--- src/hep_defines.svh ---
// constants for the host emulation port: pin layout, fields, offsets, reset values
`ifndef HEP_DEFINES_SVH
`define HEP_DEFINES_SVH

`define HEP_ADDR_W 3
`define HEP_DATA_W 8
`define HEP_ENTRY_W 12
`define HEP_FIFO_DEPTH 64
`define HEP_LEVEL_W 7

// synchronised host pin vector layout
`define HEP_PIN_W 15
`define HEP_PIN_FM_SEL 14
`define HEP_PIN_UART_SEL 13
`define HEP_PIN_WR 12
`define HEP_PIN_RD 11
`define HEP_PIN_ADDR_HI 10
`define HEP_PIN_ADDR_LO 8
`define HEP_PIN_DATA_HI 7
`define HEP_PIN_DATA_LO 0
`define HEP_PIN_IDLE 15'h7800

// fifo entry layout
`define HEP_ENT_SET_BIT 11
`define HEP_ENT_ADDR_HI 10
`define HEP_ENT_ADDR_LO 8
`define HEP_ENT_DATA_HI 7
`define HEP_ENT_DATA_LO 0

// host read offsets
`define HEP_FM_READBACK_OFS 3'h0
`define HEP_MIDI_READBACK_DATA_OFS 3'h0
`define HEP_MIDI_PORT_STATUS_OFS 3'h1

// status layout
`define HEP_STAT_WAIT_BIT 7
`define HEP_STAT_FULL_BIT 6
`define HEP_STAT_UNUSED 6'h00
`define HEP_UNDEF_READ 8'h00

// reset values
`define HEP_DATA_RESET 8'h00
`define HEP_ENTRY_RESET 12'h000

`endif

--- src/hep_pkg.sv ---
// types shared by the host emulation port
package hep_pkg;
  `include "hep_defines.svh"

  typedef enum logic [1:0] {
    HEP_RD_NONE,
    HEP_RD_FM_DATA,
    HEP_RD_UART_DATA,
    HEP_RD_UART_STATUS
  } hep_rd_sel_t;

  typedef struct packed {
    logic [`HEP_PIN_W-1:0] sync1;
    logic [`HEP_PIN_W-1:0] sync2;
    logic [`HEP_PIN_W-1:0] sync3;
    logic [`HEP_PIN_W-1:0] filt;
    logic [`HEP_DATA_W-1:0] fm_readback;
    logic [`HEP_DATA_W-1:0] uart_data;
    logic uart_waiting;
    logic [`HEP_DATA_W-1:0] data_out;
    logic data_oe_n;
    logic fm_irq;
    logic uart_irq;
    logic pending;
    logic [`HEP_ENTRY_W-1:0] entry;
    logic entry_valid;
  } hep_state_t;
endpackage

--- src/hep_fifo.sv ---
// first-in first-out store for captured host writes
`timescale 1ns/1ps
module hep_fifo
#(
  parameter int WIDTH = 12,
  parameter int DEPTH = 64
)
(
  input wire logic clk_sys,
  input wire logic reset_n,
  input wire logic push,
  input wire logic [WIDTH-1:0] push_data,
  input wire logic pop,
  output logic [WIDTH-1:0] head,
  output logic full,
  output logic empty,
  output logic [$clog2(DEPTH):0] level
);
  localparam int AW = $clog2(DEPTH);

  typedef struct packed {
    logic [AW-1:0] wr_ptr;
    logic [AW-1:0] rd_ptr;
    logic [AW:0] count;
  } hep_fifo_state_t;

  hep_fifo_state_t st_reg;
  hep_fifo_state_t st_next;
  logic [WIDTH-1:0] mem [DEPTH];
  logic do_push;
  logic do_pop;

  // pointers wrap by overflow, so only powers of two are served
  if (DEPTH < 2 || (DEPTH & (DEPTH - 1)) != 0)
  begin : g_bad_depth
    $error("hep_fifo: DEPTH must be a power of two, at least 2");
  end
  if (WIDTH < 1)
  begin : g_bad_width
    $error("hep_fifo: WIDTH must be at least 1");
  end

  assign full = (st_reg.count == (AW + 1)'(DEPTH));
  assign empty = (st_reg.count == '0);
  assign level = st_reg.count;
  assign head = mem[st_reg.rd_ptr];
  assign do_push = push && !full;
  assign do_pop = pop && !empty;

  always_comb
  begin
    st_next = st_reg;
    if (do_push)
    begin
      st_next.wr_ptr = st_reg.wr_ptr + 1'b1;
    end
    if (do_pop)
    begin
      st_next.rd_ptr = st_reg.rd_ptr + 1'b1;
    end
    if (do_push && !do_pop)
    begin
      st_next.count = st_reg.count + 1'b1;
    end
    else if (do_pop && !do_push)
    begin
      st_next.count = st_reg.count - 1'b1;
    end
  end

  always_ff @(posedge clk_sys or negedge reset_n)
  begin
    if (!reset_n)
    begin
      st_reg <= '0;
    end
    else
    begin
      st_reg <= st_next;
    end
  end

  // storage needs no reset; count guards every read of it
  always_ff @(posedge clk_sys)
  begin
    if (do_push)
    begin
      mem[st_reg.wr_ptr] <= push_data;
    end
  end
endmodule

--- src/hep_host_port.sv ---
// parallel host port emulating an fm register set and a midi uart register set
`timescale 1ns/1ps
`include "hep_defines.svh"
module hep_host_port
  import hep_pkg::*;
#(
  parameter int FIFO_DEPTH = `HEP_FIFO_DEPTH
)
(
  input wire logic clk_sys,
  input wire logic reset_n,
  input wire logic fm_set_select_n,
  input wire logic uart_set_select_n,
  input wire logic host_write_strobe_n,
  input wire logic host_read_strobe_n,
  input wire logic [`HEP_ADDR_W-1:0] host_reg_addr,
  input wire logic [`HEP_DATA_W-1:0] host_data_bus_in,
  output logic [`HEP_DATA_W-1:0] host_data_bus_out,
  output logic host_data_bus_oe_n,
  output logic fm_set_host_irq,
  output logic uart_set_host_irq,
  input wire logic mcu_fm_readback_wr,
  input wire logic mcu_uart_data_wr,
  input wire logic [`HEP_DATA_W-1:0] mcu_wr_data,
  input wire logic mcu_fm_irq_req,
  input wire logic mcu_uart_irq_en,
  input wire logic mcu_fifo_pop,
  output logic [`HEP_ENTRY_W-1:0] mcu_fifo_entry,
  output logic mcu_fifo_entry_valid,
  output logic mcu_host_pending
);
  hep_state_t st_reg;
  hep_state_t st_next;
  logic [`HEP_PIN_W-1:0] pins_in;
  logic [`HEP_PIN_W-1:0] agree;
  logic [`HEP_PIN_W-1:0] filt_new;
  logic wr_release;
  logic rd_start;
  logic one_sel_old;
  logic one_sel_new;
  logic push;
  logic [`HEP_ENTRY_W-1:0] push_entry;
  logic pop;
  logic uart_data_read;
  hep_rd_sel_t rd_sel;
  logic [`HEP_ENTRY_W-1:0] fifo_head;
  logic fifo_full;
  logic fifo_empty;
  logic [`HEP_LEVEL_W-1:0] fifo_level;

  // the level output is sized from the documented depth
  if (FIFO_DEPTH != `HEP_FIFO_DEPTH)
  begin : g_bad_depth
    $error("hep_host_port: FIFO_DEPTH must be 64");
  end

  // which readback a host read addresses; unmapped reads get none
  function automatic hep_rd_sel_t read_target(input logic [`HEP_PIN_W-1:0] p);
    logic [`HEP_ADDR_W-1:0] a;
    hep_rd_sel_t sel;
    a = p[`HEP_PIN_ADDR_HI:`HEP_PIN_ADDR_LO];
    sel = HEP_RD_NONE;
    if (!p[`HEP_PIN_FM_SEL] && p[`HEP_PIN_UART_SEL])
    begin
      if (a == `HEP_FM_READBACK_OFS) sel = HEP_RD_FM_DATA;
    end
    else if (p[`HEP_PIN_FM_SEL] && !p[`HEP_PIN_UART_SEL])
    begin
      if (a == `HEP_MIDI_READBACK_DATA_OFS) sel = HEP_RD_UART_DATA;
      else if (a == `HEP_MIDI_PORT_STATUS_OFS) sel = HEP_RD_UART_STATUS;
    end
    return sel;
  endfunction

  assign pins_in = {fm_set_select_n, uart_set_select_n, host_write_strobe_n,
                    host_read_strobe_n, host_reg_addr, host_data_bus_in};

  // a bit moves only once the second and third stages agree
  assign agree = ~(st_reg.sync2 ^ st_reg.sync3);
  assign filt_new = (st_reg.sync2 & agree) | (st_reg.filt & ~agree);

  // both selects low is illegal from the host, so such accesses are ignored
  assign one_sel_old = st_reg.filt[`HEP_PIN_FM_SEL] ^ st_reg.filt[`HEP_PIN_UART_SEL];
  assign one_sel_new = filt_new[`HEP_PIN_FM_SEL] ^ filt_new[`HEP_PIN_UART_SEL];

  // capture at the strobe's trailing edge, where isa write data is surely valid
  assign wr_release = !st_reg.filt[`HEP_PIN_WR] && filt_new[`HEP_PIN_WR];
  assign push = wr_release && one_sel_old && !fifo_full;
  // set id is the first select's level: 0 when the fm set was selected
  assign push_entry = {st_reg.filt[`HEP_PIN_FM_SEL],
                       st_reg.filt[`HEP_PIN_ADDR_HI:`HEP_PIN_ADDR_LO],
                       st_reg.filt[`HEP_PIN_DATA_HI:`HEP_PIN_DATA_LO]};

  assign rd_start = st_reg.filt[`HEP_PIN_RD] && !filt_new[`HEP_PIN_RD];
  assign rd_sel = read_target(filt_new);
  assign uart_data_read = rd_start && (rd_sel == HEP_RD_UART_DATA);
  assign pop = mcu_fifo_pop && !fifo_empty;

  hep_fifo
  #(
    .WIDTH(`HEP_ENTRY_W),
    .DEPTH(FIFO_DEPTH)
  )
  u_fifo
  (
    .clk_sys(clk_sys),
    .reset_n(reset_n),
    .push(push),
    .push_data(push_entry),
    .pop(pop),
    .head(fifo_head),
    .full(fifo_full),
    .empty(fifo_empty),
    .level(fifo_level)
  );

  always_comb
  begin
    st_next = st_reg;
    st_next.sync1 = pins_in;
    st_next.sync2 = st_reg.sync1;
    st_next.sync3 = st_reg.sync2;
    st_next.filt = filt_new;
    if (mcu_fm_readback_wr)
    begin
      st_next.fm_readback = mcu_wr_data;
    end
    if (mcu_uart_data_wr)
    begin
      st_next.uart_data = mcu_wr_data;
    end
    // a new byte in the same cycle as the host read keeps the flag set
    if (mcu_uart_data_wr)
    begin
      st_next.uart_waiting = 1'b1;
    end
    else if (uart_data_read)
    begin
      st_next.uart_waiting = 1'b0;
    end
    st_next.uart_irq = st_next.uart_waiting && mcu_uart_irq_en;
    st_next.fm_irq = mcu_fm_irq_req;
    // drive only while a read strobe and a single select are active
    st_next.data_oe_n = !(!filt_new[`HEP_PIN_RD] && one_sel_new);
    case (rd_sel)
      HEP_RD_FM_DATA: st_next.data_out = st_reg.fm_readback;
      HEP_RD_UART_DATA: st_next.data_out = st_reg.uart_data;
      HEP_RD_UART_STATUS: st_next.data_out = {!st_reg.uart_waiting, fifo_full,
                                              `HEP_STAT_UNUSED};
      default: st_next.data_out = `HEP_UNDEF_READ;
    endcase
    st_next.pending = !fifo_empty;
    st_next.entry_valid = pop;
    if (pop)
    begin
      st_next.entry = fifo_head;
    end
  end

  always_ff @(posedge clk_sys or negedge reset_n)
  begin
    if (!reset_n)
    begin
      st_reg <= '0;
      st_reg.sync1 <= `HEP_PIN_IDLE;
      st_reg.sync2 <= `HEP_PIN_IDLE;
      st_reg.sync3 <= `HEP_PIN_IDLE;
      st_reg.filt <= `HEP_PIN_IDLE;
      st_reg.fm_readback <= `HEP_DATA_RESET;
      st_reg.uart_data <= `HEP_DATA_RESET;
      st_reg.data_out <= `HEP_DATA_RESET;
      st_reg.data_oe_n <= 1'b1;
      st_reg.entry <= `HEP_ENTRY_RESET;
    end
    else
    begin
      st_reg <= st_next;
    end
  end

  assign host_data_bus_out = st_reg.data_out;
  assign host_data_bus_oe_n = st_reg.data_oe_n;
  assign fm_set_host_irq = st_reg.fm_irq;
  assign uart_set_host_irq = st_reg.uart_irq;
  assign mcu_fifo_entry = st_reg.entry;
  assign mcu_fifo_entry_valid = st_reg.entry_valid;
  assign mcu_host_pending = st_reg.pending;
endmodule

--- config.mk ---
export PLATFORM = sky130hd
export DESIGN_NAME = hep_host_port
export DESIGN_NICKNAME = d
export VERILOG_FILES = /design/src/hep_pkg.sv /design/src/hep_fifo.sv /design/src/hep_host_port.sv
export VERILOG_INCLUDE_DIRS = /design/src
export SDC_FILE = /design/constraint.sdc
export NUM_CORES = 1
export LEC_CHECK = 0
export BUFFER_PORTS_ARGS = -buffer_cell sky130_fd_sc_hd__buf_2
export CAP_MARGIN = 20
export CORE_MARGIN = 1.5
export CORE_UTILIZATION = 56
export DETAILED_ROUTE_END_ITERATION = 8
export PLACE_DENSITY = 0.77
export SYNTH_ARGS = -nofsm -noshare
export SYNTH_HDL_FRONTEND = slang
export SYNTH_HIERARCHICAL = 1
export SYNTH_SLANG_ARGS = --single-unit
--- constraint.sdc ---
create_clock -name clk_sys -period 3.5 [get_ports clk_sys]
set_input_delay 0.875 -clock clk_sys [delete_from_list [all_inputs] [get_ports clk_sys]]
set_output_delay 0.875 -clock clk_sys [all_outputs]
set_load 0.02 [all_outputs]
## After elaboration in Yosys (flattened, before gate mapping)

Memories as Yosys holds them, arrays and structs flattened. A register that Yosys moved wholly into a read port is not among the register bits.
Cells that the tools add are included.

- Add/subtract/negate cells: 4
- Multiply operators: 0
- Divide/modulo/power cells: 0
- Magnitude comparators: 0
- Equality and inequality tests: 5
- Shift-type cells: 0
- Multiplexer cells: 12
- Bitwise gates (word level): 8
- Reduce and logical (&&, ||, !) cells: 28

Operator list:

| kind | count |
|---|---|
| $and 15x15->15 | 2 |
| $not 15->15 | 2 |
| $pmux 8 s3 | 1 |
| $or 15x15->15 | 1 |
| $xor 15x15->15 | 1 |
| $logic_and 1x1->1 | 14 |
| $mux 7 | 2 |
| $add 6x1->6 const B | 2 |
| $logic_not 1->1 | 11 |
| $mux 2 | 4 |
| $add 7x1->7 const B | 1 |
| $eq 7x7->1 const B | 1 |
| $logic_not 7->1 | 1 |
| $sub 7x1->7 const B | 1 |
| $mux 1 | 5 |
| $eq 2x2->1 const B | 2 |
| $eq 3x1->1 const B | 1 |
| $logic_not 3->1 | 1 |
| $eq 2x1->1 const B | 1 |
| $reduce_bool 2->1 | 1 |
| $xor 1x1->1 | 2 |

- Register bits: 109
- Latch bits: 0
- Memory bits (writable): 768
- ROM bits: 0
- Input bits: 30
- Output and inout port bits: 25
- Logic and storage cells: 74
- Memories: 1

Memory list:

| name | words | width | rd ports | clocked after memory_dff | write ports | line | source |
|---|---|---|---|---|---|---|---|
| u_fifo.mem | 64 | 12 | 1 | 1 | 1 | hep_fifo.sv:29 | `logic [WIDTH-1:0] mem [DEPTH];` |

## Logic depth before layout (Yosys ltp)

Gate-level depths: netlist of the first run.

- Depth in word-level cells: 15
- Gate-level depth with buffers: 15
- Depth with buffers taken out: 14

## Modules after synthesis

Netlist of the first run, hierarchy kept.

Modules (own cells, without submodules):

| module | instances | cells an instance | area each (µm²) | seq. area each (µm²) |
|---|---|---|---|---|
| hep_fifo | 1 | 1480 | 30728.2 | 23537.6 |
| hep_host_port | 1 | 221 | 3503.4 | 2573.7 |

## Least setup slack after synthesis of the first run

OpenSTA, ideal clock, no wires.

- Path kind: input to register
- From: input port mcu_fifo_pop
- To: register u_fifo.st_reg (netlist bit u_fifo/level[6])
- Library setup time: 127 ps
- Arrival time: 3288 ps
- Required time: 3373 ps
- Path slack: 85 ps
- Stages: 11
- Path through: nor2b_1 -> clkbuf_1 -> o21a_1 -> inv_1 -> ha_1 -> fa_1 -> nor2b_1 -> o21ai_0 -> a2111oi_0 -> a211oi_1 -> xnor2_1

- Cells in the longest elaborated chain, start to end: 5

RTL lines:

| item | line | source |
|---|---|---|
| start: declaration | hep_host_port.sv:27 | `input wire logic mcu_fifo_pop,` |
| $logic_and 1x1->1 (*) | hep_host_port.sv:97 | `assign pop = mcu_fifo_pop && !fifo_empty;` |
| named net pop | hep_host_port.sv:43 | `logic pop;` |
| $logic_and 1x1->1 (*) | hep_fifo.sv:48 | `assign do_pop = pop && !empty;` |
| $logic_not 1->1 | hep_fifo.sv:61 | `if (do_push && !do_pop)` |
| $logic_and 1x1->1 | hep_fifo.sv:61 |  |
| $mux 7 / $reduce_bool 2->1 (equally long branches) | - |  |
| end signal: assignment | hep_fifo.sv:79 | `st_reg <= st_next;` |
| end: declaration | hep_fifo.sv:27 | `hep_fifo_state_t st_reg;` |

Mark *: on every way through the listed nets, which the timed path passes. The rest lies on a longest branch.
A chain may end at the register's enable or synchronous reset.

## Worst setup path in the final report of the first run

- From: register u_fifo.st_reg (netlist bit u_fifo/level[2])
- To: register u_fifo.st_reg (netlist bit u_fifo/level[6])

- Cells in the longest elaborated chain, start to end: 7

RTL lines:

| item | line | source |
|---|---|---|
| $eq 7x7->1 (*) | hep_fifo.sv:43 | `assign full = (st_reg.count == (AW + 1)'(DEPTH));` |
| named net fifo_full | hep_host_port.sv:47 | `logic fifo_full;` |
| $logic_not 1->1 (*) | hep_host_port.sv:88 | `assign push = wr_release && one_sel_old && !fifo_full;` |
| $logic_and 1x1->1 (*) | hep_host_port.sv:88 |  |
| named net push | hep_host_port.sv:41 | `logic push;` |
| $logic_and 1x1->1 (*) | hep_fifo.sv:47 | `assign do_push = push && !full;` |
| named net u_fifo.do_push | hep_fifo.sv:30 | `logic do_push;` |
| $logic_not 1->1 | hep_fifo.sv:65 | `else if (do_pop && !do_push)` |
| $logic_and 1x1->1 | hep_fifo.sv:65 |  |
| $reduce_bool 2->1 (no source line) | - |  |

Mark *: on every way through the listed nets, which the timed path passes. The rest lies on a longest branch. The select of a mux whose other input is x is not followed.

==> flow_summary.yaml, run 1 <==
final_layout:
  fin_nets: 1908
  drive_gt1_frac: 0.2921
  utilization: 0.6443
  largest_register_ffs: 768
  syn_to_final_growth_pct: 13.78
worst_setup_path:
  timing.rr.start: "u_fifo/level[2]$_DFFE_PN0P_"
  cp_max_fo: 6
  cpMaxStageDelayCell: "dfrtp_1"
  path_buf_inv: 2
  cpMostUsedCell: "inv_1"
  crit_path_end_kind: "flip-flop"
  worstSetupPathType: "reg -> reg"
  timing.rr.end: "u_fifo/level[6]$_DFFE_PN0P_"
  reg2reg_slack_ns: 0.19
  reg2reg_depth: 13
  slowest_delay_ns: 0.46
  crit_family: "compound AO/OA/AOI/OAI gates"
  start_kind: "flip-flop"
  path_cells: "nor4_4, and3_1, nor4_1, inv_1, a31oi_1, ha_2, inv_1, ha_1, nor2b_1, o21ai_1, a2111oi_2, a211oi_1, xnor2_1"
  worst_ep_arrival_time_ns: 3.87
  critPathRequiredTime_ns: 4.06
clock_network:
  cts_root_buf: "clkbuf_16"
  numCtsBuffers: 86
  cts.sinks: 889
  htreeDepth: 3
  cts_tree: "done"
  cts_setup_buffers: 0
  clock_latency_ns: 0.64
  clkTransAtPathRegs_ns: 0.06
  clk_path_buf_depth: 3
sta:
  whs_ns: 0.3460
  worstMarginPinSlew_ns: 1.108
  setup_viol: 0
  fin_setup_tns_ns: 0
  slew_headroom: 0.2614
  skew_ns: 0.02950
  final_min_period_over_clock_period: 0.9462
  rsz0062_at_grt: "no"
  timing.fmax_mhz: 301.9
  period_needed_ns: 3.312
  slew_viol_final: 0
  fin_ws_ns: 0.1882
  hold_viol_final: 0
global_route:
  grt_pass1_vias: 17340
  grt_first_pass_wirelength_um: 112200
  antenna_found_initial: 1
  grt_usage: 0.2465
  overflow: 0
  grt_max_degree: 122
die:
  dieWidth_um: 250.1
  core_area_um2: 60360
  fp.dieH_um: 250.1
  rows: 90
  floorplan.die_area_um2: 62530
  initial_core_util: 0.5663
  io_pins: 55
drt:
  first_iter_violations: 1927
  ant_nets: 0
  vias: 17160
  vias_per_cell: 6.315
  drt-pass1-iter-count: 6
  drc: 0
  wire_per_inst_um: 27.88
  drt-total-wl_um: 75750
power_and_ir_drop:
  ir_worst_vdd_mv: 0.5572
  p_int_mw: 20.67
  power.total_mw: 29.13
  clkPwrFrac: 0.319
  pwr_density_cell_nw_per_um2: 749.0
  comb_power_share: 0.252
  sw_frac_of_total: 0.2902
  p_leak_nw: 13.13
  p_seq_frac: 0.429
  power_switching_mw: 8.453
min_path:
  min_path_type: "in -> async"
yosys:
  netlist_instances: 1694
  syn-cell-area_um2: 34180
  avgSynthCellArea_um2: 20.18
  yosys_warnings: 6
  syn_nets: 1736
placed_design:
  place_congestion: 0.8513
  dp_slack_ns: 0.006604
  port_buffers: 54
  dp_hpwl_um: 44220
status:
  outcome: "complete, no violations"
flow_run:
  maxCapViolCount: 0
-- worst register-to-register path, delay by kind of cell (launching register included) --
family	cells	cell delay [ns]
compound gates	4	0.98
simple gates	4	0.79
fa+ha+maj	2	0.61
flops	1	0.46
buf+inv	2	0.26
xor+xnor	1	0.15
-- layer usage --
metal,track usage,wire (µm),share of wire
met1,0.3532,29140,0.38
met2,0.3915,36460,0.48
met3,0.04749,7873,0.10
met4,0.07255,2269,0.030
met5,0,0,0
-- final cells by class --
cell class	instances	area [µm²]
repair buffers	191	1451
clock inverters	45	481.7
flip-flops and latches	889	26140
inverters	13	48.80
well taps	782	978.4
fillers	3894	21470
diodes	1	2.502
clock buffers	111	2371
multi-input cells	685	7418
-- per-stage QoR --
step | std cells | instance area [µm²]
global route | 2716 | 38880
CTS | 2715 | 38840
finish | 2717 | 38890
detailed placement | 2559 | 35990
global placement | 2559 | 35990
floorplan | 1694 | 34180
-- layout by cell type, fill, tap and decap left out, types with 21 or more instances in the layout --
master / n
edfxtp_1: 768
mux4_2: 145
buf_4: 126
mux2i_1: 117
nor2_1: 104
clkbuf_16: 90
dfrtp_1: 89
buf_2: 53
mux2_2: 51
nand2_1: 30
o221ai_1: 24
o22ai_1: 23
a221oi_1: 21
-- worst max path at each step --
stage | startpoint | end | cells past startpoint | slack [ns]
final | u_fifo/level[2]$_DFFE_PN0P_ | u_fifo/level[6]$_DFFE_PN0P_ | 13 | 0.19
after global routing | u_fifo/level[0]$_DFFE_PN0P_ | u_fifo/level[5]$_DFFE_PN0P_ | 13 | 0.02
after CTS | u_fifo/level[5]$_DFFE_PN0P_ | u_fifo/level[6]$_DFFE_PN0P_ | 14 | 0.06
after detailed placement | mcu_fifo_pop | u_fifo/level[6]$_DFFE_PN0P_ | 12 | 0.007
after global placement | u_fifo/st_reg[8]$_DFFE_PN0P_ | mcu_fifo_entry[3]$_DFFE_PN0P_ | 8 | 0.16
after floorplan | mcu_fifo_pop | u_fifo/level[6]$_DFFE_PN0P_ | 11 | 0.08
-- power by group through the flow --
| stage | clock network [mW] | registers, mW | logic (mW) |
|---|---|---|---|
| detailed placement | 0 | 12.7 | 7.21 |
| floorplan | 0 | 12.4 | 5.07 |
| global route | 9.82 | 12.5 | 7.69 |
| CTS | 9.42 | 12.5 | 7.29 |
| finish | 9.30 | 12.5 | 7.34 |
| global placement | 0 | 12.7 | 7.09 |
-- repair_timing --
item | in CTS | in global routing
hold buffers | 0 | 0
resized for setup | 2 | 5
cloned | 0 | 0
endpoints found under the setup margin | 1 | 3
Power figures use the tool's default switching activity.
==> run 2: changes to the inputs <==
- CORE_UTILIZATION: 56 -> 35
- PLACE_DENSITY: 0.77 -> 0.53
- SYNTH_HIERARCHICAL: 1 -> default
==> run 2 against run 1 <==
  * Sequential power barely moved
  * Core utilization fell by 24 points
  * Setup slack got worse by 0.036 ns
  * Register-to-register slack got worse by 0.04 ns
  * Highest routed layer unchanged
==> flow_summary.yaml, run 2 <==
yosys:
  synth_top_area_cell: "edfxtp_1"
  synth_async_sr_flop_share: 0.1361
  syn-cell-area_um2: 34150
  synth_cell_types: 61
  yosysMostFrequentCell: "edfxtp_1"
  synth_top_area_frac: 0.6753
  netlist_instances: 1753
  synth.yosys.seq_area_share: 0.7645
  synth_seq_cells: 889
  synth_flop_cell: "edfxtp_1"
  yosys_warnings: 0
  synth_commonest_cells: "edfxtp_1 (768), mux2i_1 (183), mux4_2 (125)"
  syn_nets: 1795
  synthTopCellsByArea: "edfxtp_1 (68%), mux4_2 (8.2%), dfrtp_1 (7.6%), mux2i_1 (5.4%), dfstp_2 (1.3%)"
  avgSynthCellArea_um2: 19.48
  synth_edf_count: 768
final_layout:
  syn_to_final_growth_pct: 15.46
  layout_common_cells: "edfxtp_1 (768), mux2i_1 (183), mux4_2 (125)"
  diodes: 0
  drive_gt1_frac: 0.2522
  register_area_um2: 26140
  final_area_um2: 39430
  multiInputGateArea_um2: 7451
  largest_register_ffs: 768
  n_fill_cell: 8529
  final_common_cell: "edfxtp_1"
  fin_nets: 1939
worst_setup_path:
  cp_max_fo: 6
  crit_end: "u_fifo.level[5]$_DFFE_PN0P_"
  timing.rr.start: "u_fifo.level[4]$_DFFE_PN0P_"
  crit_path_start: "u_fifo.level[4]$_DFFE_PN0P_"
  critPathRequiredTime_ns: 4.01
  worstSetupPathType: "reg -> reg"
  worst_ep_arrival_time_ns: 3.86
  crit_path_end_kind: "flip-flop"
  reg2reg_depth: 13
  reg2reg_slack_ns: 0.15
  start_kind: "flip-flop"
  timing.rr.end: "u_fifo.level[5]$_DFFE_PN0P_"
die:
  floorplan.die_area_um2: 99460
  fp.dieH_um: 315.4
  io_pins: 55
  initial_core_util: 0.3532
  rows: 114
  dieWidth_um: 315.4
  core_area_um2: 96710
sta:
  hold_viol_final: 0
  skew_ns: 0.02928
  final_min_period_over_clock_period: 0.9566
  worstMarginPinSlew_ns: 1.055
  rsz0062_at_grt: "yes"
  period_needed_ns: 3.348
  setup_viol: 0
  whs_ns: 0.2235
  slew_viol_final: 0
  fin_setup_tns_ns: 0
  slew_headroom: 0.2938
  timing.fmax_mhz: 298.7
placed_design:
  place_area_um2: 36280
  place_congestion: 0.8377
  dp_hpwl_um: 49120
  port_buffers: 54
clock_network:
  cts_hold_buf: 0
  ctsResizeCount: 4
  cts_setup_buffers: 0
  htreeDepth: 3
  clk_path_buf_depth: 3
  clock_latency_ns: 0.65
  numCtsBuffers: 92
  cts.sinks: 889
  cts_tree: "done"
  cts_root_buf: "clkbuf_16"
  clkTransAtPathRegs_ns: 0.06
global_route:
  grt_pass1_vias: 17250
  overflow: 0
  grt_usage: 0.1617
  antenna_found_initial: 0
  grt_max_degree: 69
  grt_first_pass_wirelength_um: 117200
flow_run:
  maxCapViolCount: 0
drt:
  drt-total-wl_um: 79420
  ant_nets: 0
  drt-pass1-iter-count: 5
  drc: 0
  wire_per_inst_um: 24.46
  vias_per_cell: 5.118
  first_iter_violations: 1460
  vias: 16620
status:
  outcome: "complete, no violations"
power_and_ir_drop:
  pwr_density_cell_nw_per_um2: 743.2
  p_leak_nw: 13.31
  ir_worst_vdd_mv: 0.3709
min_path:
  min_path_type: "in -> async"
-- run 2: cell types whose count changed in the layout (fill, tap and decap cells not counted), moves of 22 or more --
| cell | delta |
|---|---|
| mux2i_1 | +66 |
| o22ai_1 | +22 |
| mux2_2 | -34 |
| nor2_1 | -23 |
| buf_4 | -37 |
| o21ai_0 | +35 |
-- run 2: layer usage --
metal  vias to the layer above  global-route usage  part of all wire
li1                       7331                   -                 -
met1                      8712              0.2228              0.44
met2                       444              0.2596              0.48
met3                       132             0.03306             0.056
met4                         0             0.04817             0.027
met5                         -                   0                 0
-- run 2: cell type report --
type | count | area share
Sequential cell | 889 | 0.6629
Multi-Input combinational cell | 742 | 0.1890
Clock buffer | 125 | 0.06416
Tap cell | 1276 | 0.04049
Timing Repair Buffer | 161 | 0.03138
Clock inverter | 43 | 0.01104
Inverter | 11 | 0.001111
-- run 2: logic make-up (layout without fill, tap and decap cells) --
logic type | after synthesis | count (layout) | share of synthesized area
compound gates | 179 | 179 | 0.03440
xor+xnor | 16 | 16 | 0.004103
buf+inv | 122 | 340 | 0.01850
mux | 325 | 325 | 0.1417
fa+ha+maj | 24 | 24 | 0.008133
flops | 889 | 889 | 0.7645
simple gates | 198 | 198 | 0.02865
-- run 2: worst min path at each step --
stage                          startpoint                    end  slack [ns]
floorplan           st_next[72]$_DFF_PN0_  st_next[57]$_DFF_PN0_        0.33
global placement    st_next[78]$_DFF_PN0_  st_next[63]$_DFF_PN0_        0.33
detailed placement  st_next[79]$_DFF_PN0_  st_next[64]$_DFF_PN0_        0.34
CTS                               reset_n  st_next[57]$_DFF_PN0_        0.20
global route                      reset_n  st_next[79]$_DFF_PN0_        0.23
finish                            reset_n  st_next[57]$_DFF_PN0_        0.22
-- run 2: per-stage QoR --
step           utilization  instances  power, mW  worst slack [ns]
6_report            0.4078       3247      29.30            0.1520
5_1_grt             0.4078       3247      30.50          -0.03755
4_1_cts             0.4059       3231      29.65          0.001829
3_5_place_dp        0.3752       3063      20.01          -0.08102
3_3_place_gp        0.3749       3060      19.93          -0.02145
2_1_floorplan            -       1753      17.44           0.03950
-- run 2: report_power, final --
group          internal [mW]  switching [mW]  total (mW)
Combinational           3.01            4.09        7.10
Sequential              12.0           0.669        12.6
Clock                   5.65            3.93        9.58
-- run 2: worst max-delay path, cell delays in order (launching register included) --
cell,delay [ns]
dfrtp_1,0.41
or4_4,0.56
or4b_4,0.51
nor4b_4,0.16
ha_2,0.22
inv_1,0.09
buf_4,0.15
ha_1,0.27
a21oi_2,0.13
nand2_1,0.10
a21o_1,0.19
a21oi_1,0.18
xor2_1,0.16
o21ai_0,0.08
==> run 3: changes to the inputs <==
- ABC_AREA: default -> 0
- PLACE_DENSITY: 0.53 -> 0.51
- clock period: 3.5 -> 3.23 ns (I/O delays scaled with it)
==> run 3 against run 2 <==
  * Hold slack worse by 0.077 ns
  * Maximum frequency increased by 5.9%
  * Largest power group unchanged
  * Register-to-register slack worse by 0.08 ns
  * Via count grew 0.79%
  * Die area unchanged
  * Cell area increased by 0.79%
  * Wire length fell by 0.37%
  * Sequential cell count did not move
  * Clock-buffer cell count decreased by 19
==> flow_summary.yaml, run 3 (synthesis gave the netlist of run 2 again) <==
die:
  rows: 114
  io_pins: 55
  initial_core_util: 0.3532
  fp.dieH_um: 315.4
  floorplan.die_area_um2: 99460
  core_area_um2: 96710
  dieWidth_um: 315.4
clock_network:
  clock_latency_ns: 0.65
  cts.sinks: 889
  numCtsBuffers: 91
  clk_path_buf_depth: 3
  htreeDepth: 3
  cts_hold_buf: 0
  cts_tree: "done"
  clkTransAtPathRegs_ns: 0.06
  cts_root_buf: "clkbuf_16"
global_route:
  grt_max_degree: 67
  grt_usage: 0.1607
  antenna_found_initial: 1
  overflow: 0
  grt_first_pass_wirelength_um: 117200
  grt_pass1_vias: 17430
sta:
  whs_ns: 0.1464
  rsz0062_at_grt: "yes"
  skew_ns: 0.02850
  period_needed_ns: 3.160
  setup_viol: 0
  slew_viol_final: 0
  timing.fmax_mhz: 316.4
  worstMarginPinSlew_ns: 1.077
  slew_headroom: 0.2792
  final_min_period_over_clock_period: 0.9785
  hold_viol_final: 0
worst_setup_path:
  cp_max_fo: 3
  timing.rr.start: "u_fifo.level[1]$_DFFE_PN0P_"
  start_kind: "flip-flop"
  worstSetupPathType: "reg -> reg"
  crit_path_end_kind: "flip-flop"
  crit_path_start: "u_fifo.level[1]$_DFFE_PN0P_"
  critPathRequiredTime_ns: 3.79
  worst_ep_arrival_time_ns: 3.72
final_layout:
  fin_nets: 1967
  largest_register_ffs: 768
  utilization: 0.4110
  n_fill_cell: 8623
  drive_gt1_frac: 0.2640
  layout_common_cells: "edfxtp_1 (768), mux2i_1 (183), mux4_2 (125)"
  syn_to_final_growth_pct: 16.37
  final_common_cell: "edfxtp_1"
drt:
  drc: 0
  vias_per_cell: 5.112
  ant_nets: 0
  vias: 16750
  wire_per_inst_um: 24.15
  drt-total-wl_um: 79130
  drt-pass1-iter-count: 5
  first_iter_violations: 1413
power_and_ir_drop:
  p_leak_nw: 13.47
  pwr_density_cell_nw_per_um2: 804.1
  ir_worst_vdd_mv: 0.4517
  power.total_mw: 31.96
placed_design:
  port_buffers: 54
  dp_hpwl_um: 49040
  place_congestion: 0.8095
status:
  outcome: "complete, no violations"
min_path:
  min_path_type: "in -> async"
flow_run:
  maxCapViolCount: 0
==> run 3: worst max-delay path, cell delays in order (launching register included) <==
cell	delay, ns
dfrtp_1	0.39
or4_4	0.55
or4b_4	0.54
nor4b_4	0.16
ha_4	0.19
fa_2	0.37
nor2b_4	0.12
o21ai_2	0.07
a21boi_2	0.19
nor2_1	0.08
o311ai_2	0.27
xor2_1	0.16
==> run 3: power by group <==
group          switching [mW]  internal [mW]
Clock                    4.30           6.07
Combinational            4.47           3.47
Sequential              0.694           13.0
==> run 3: through the flow <==
| stage | std cells | cell area [µm²] | worst slack (ns) | TNS, ns |
|---|---|---|---|---|
| floorplan | 1753 | 34180 | 0.02989 | 0 |
| global placement | 3082 | 36500 | -0.09819 | -0.09819 |
| detailed placement | 3086 | 36530 | -0.1860 | -0.5352 |
| CTS | 3255 | 39500 | 0.01793 | 0 |
| global route | 3276 | 39740 | -0.03813 | -0.03813 |
| finish | 3277 | 39740 | 0.06951 | 0 |
==> run 3: path summary, 6_finish.rpt <==
kind / cells after the start / to / slack [ns]
max: 11 / u_fifo.level[6]$_DFFE_PN0P_ / 0.07
min: 1 / u_fifo.level[6]$_DFFE_PN0P_ / 0.15
max reg2reg: 11 / u_fifo.level[6]$_DFFE_PN0P_ / 0.07
min reg2reg: 0 / st_next[58]$_DFF_PN0_ / 0.35
max in group asynchronous: 2 / st_reg[53]$_DFF_PN1_ / 2.32
min in group clk_sys: 1 / st_next[83]$_DFF_PN1_ / 0.27
==> run 3: area by class of cell <==
class	instances	area (µm²)	share of cell area
Antenna cell	1	2.502	0.00006296
Clock buffer	106	2385	0.06001
Clock inverter	62	561.8	0.01414
Inverter	11	43.79	0.001102
Multi-Input combinational cell	742	7477	0.1881
Sequential cell	889	26140	0.6578
Tap cell	1276	1597	0.04017
Timing Repair Buffer	190	1534	0.03860
==> run 3: repair_timing <==
action | 4_1_cts | 5_1_grt
hold endpoints to repair | 0 | 0
cloned | 0 | 0
setup buffers | 1 | 4
resized for setup | 6 | 10
setup endpoints to repair | 15 | 2
pin swaps | 2 | 8
==> run 3: per-layer routing <==
layer | vias up | global-route usage | wire, µm
met5 | - | 0 | 0
met4 | 0 | 0.04154 | 1611
met3 | 104 | 0.02958 | 4094
met2 | 399 | 0.2601 | 38120
met1 | 8859 | 0.2243 | 35300
li1 | 7389 | - | -
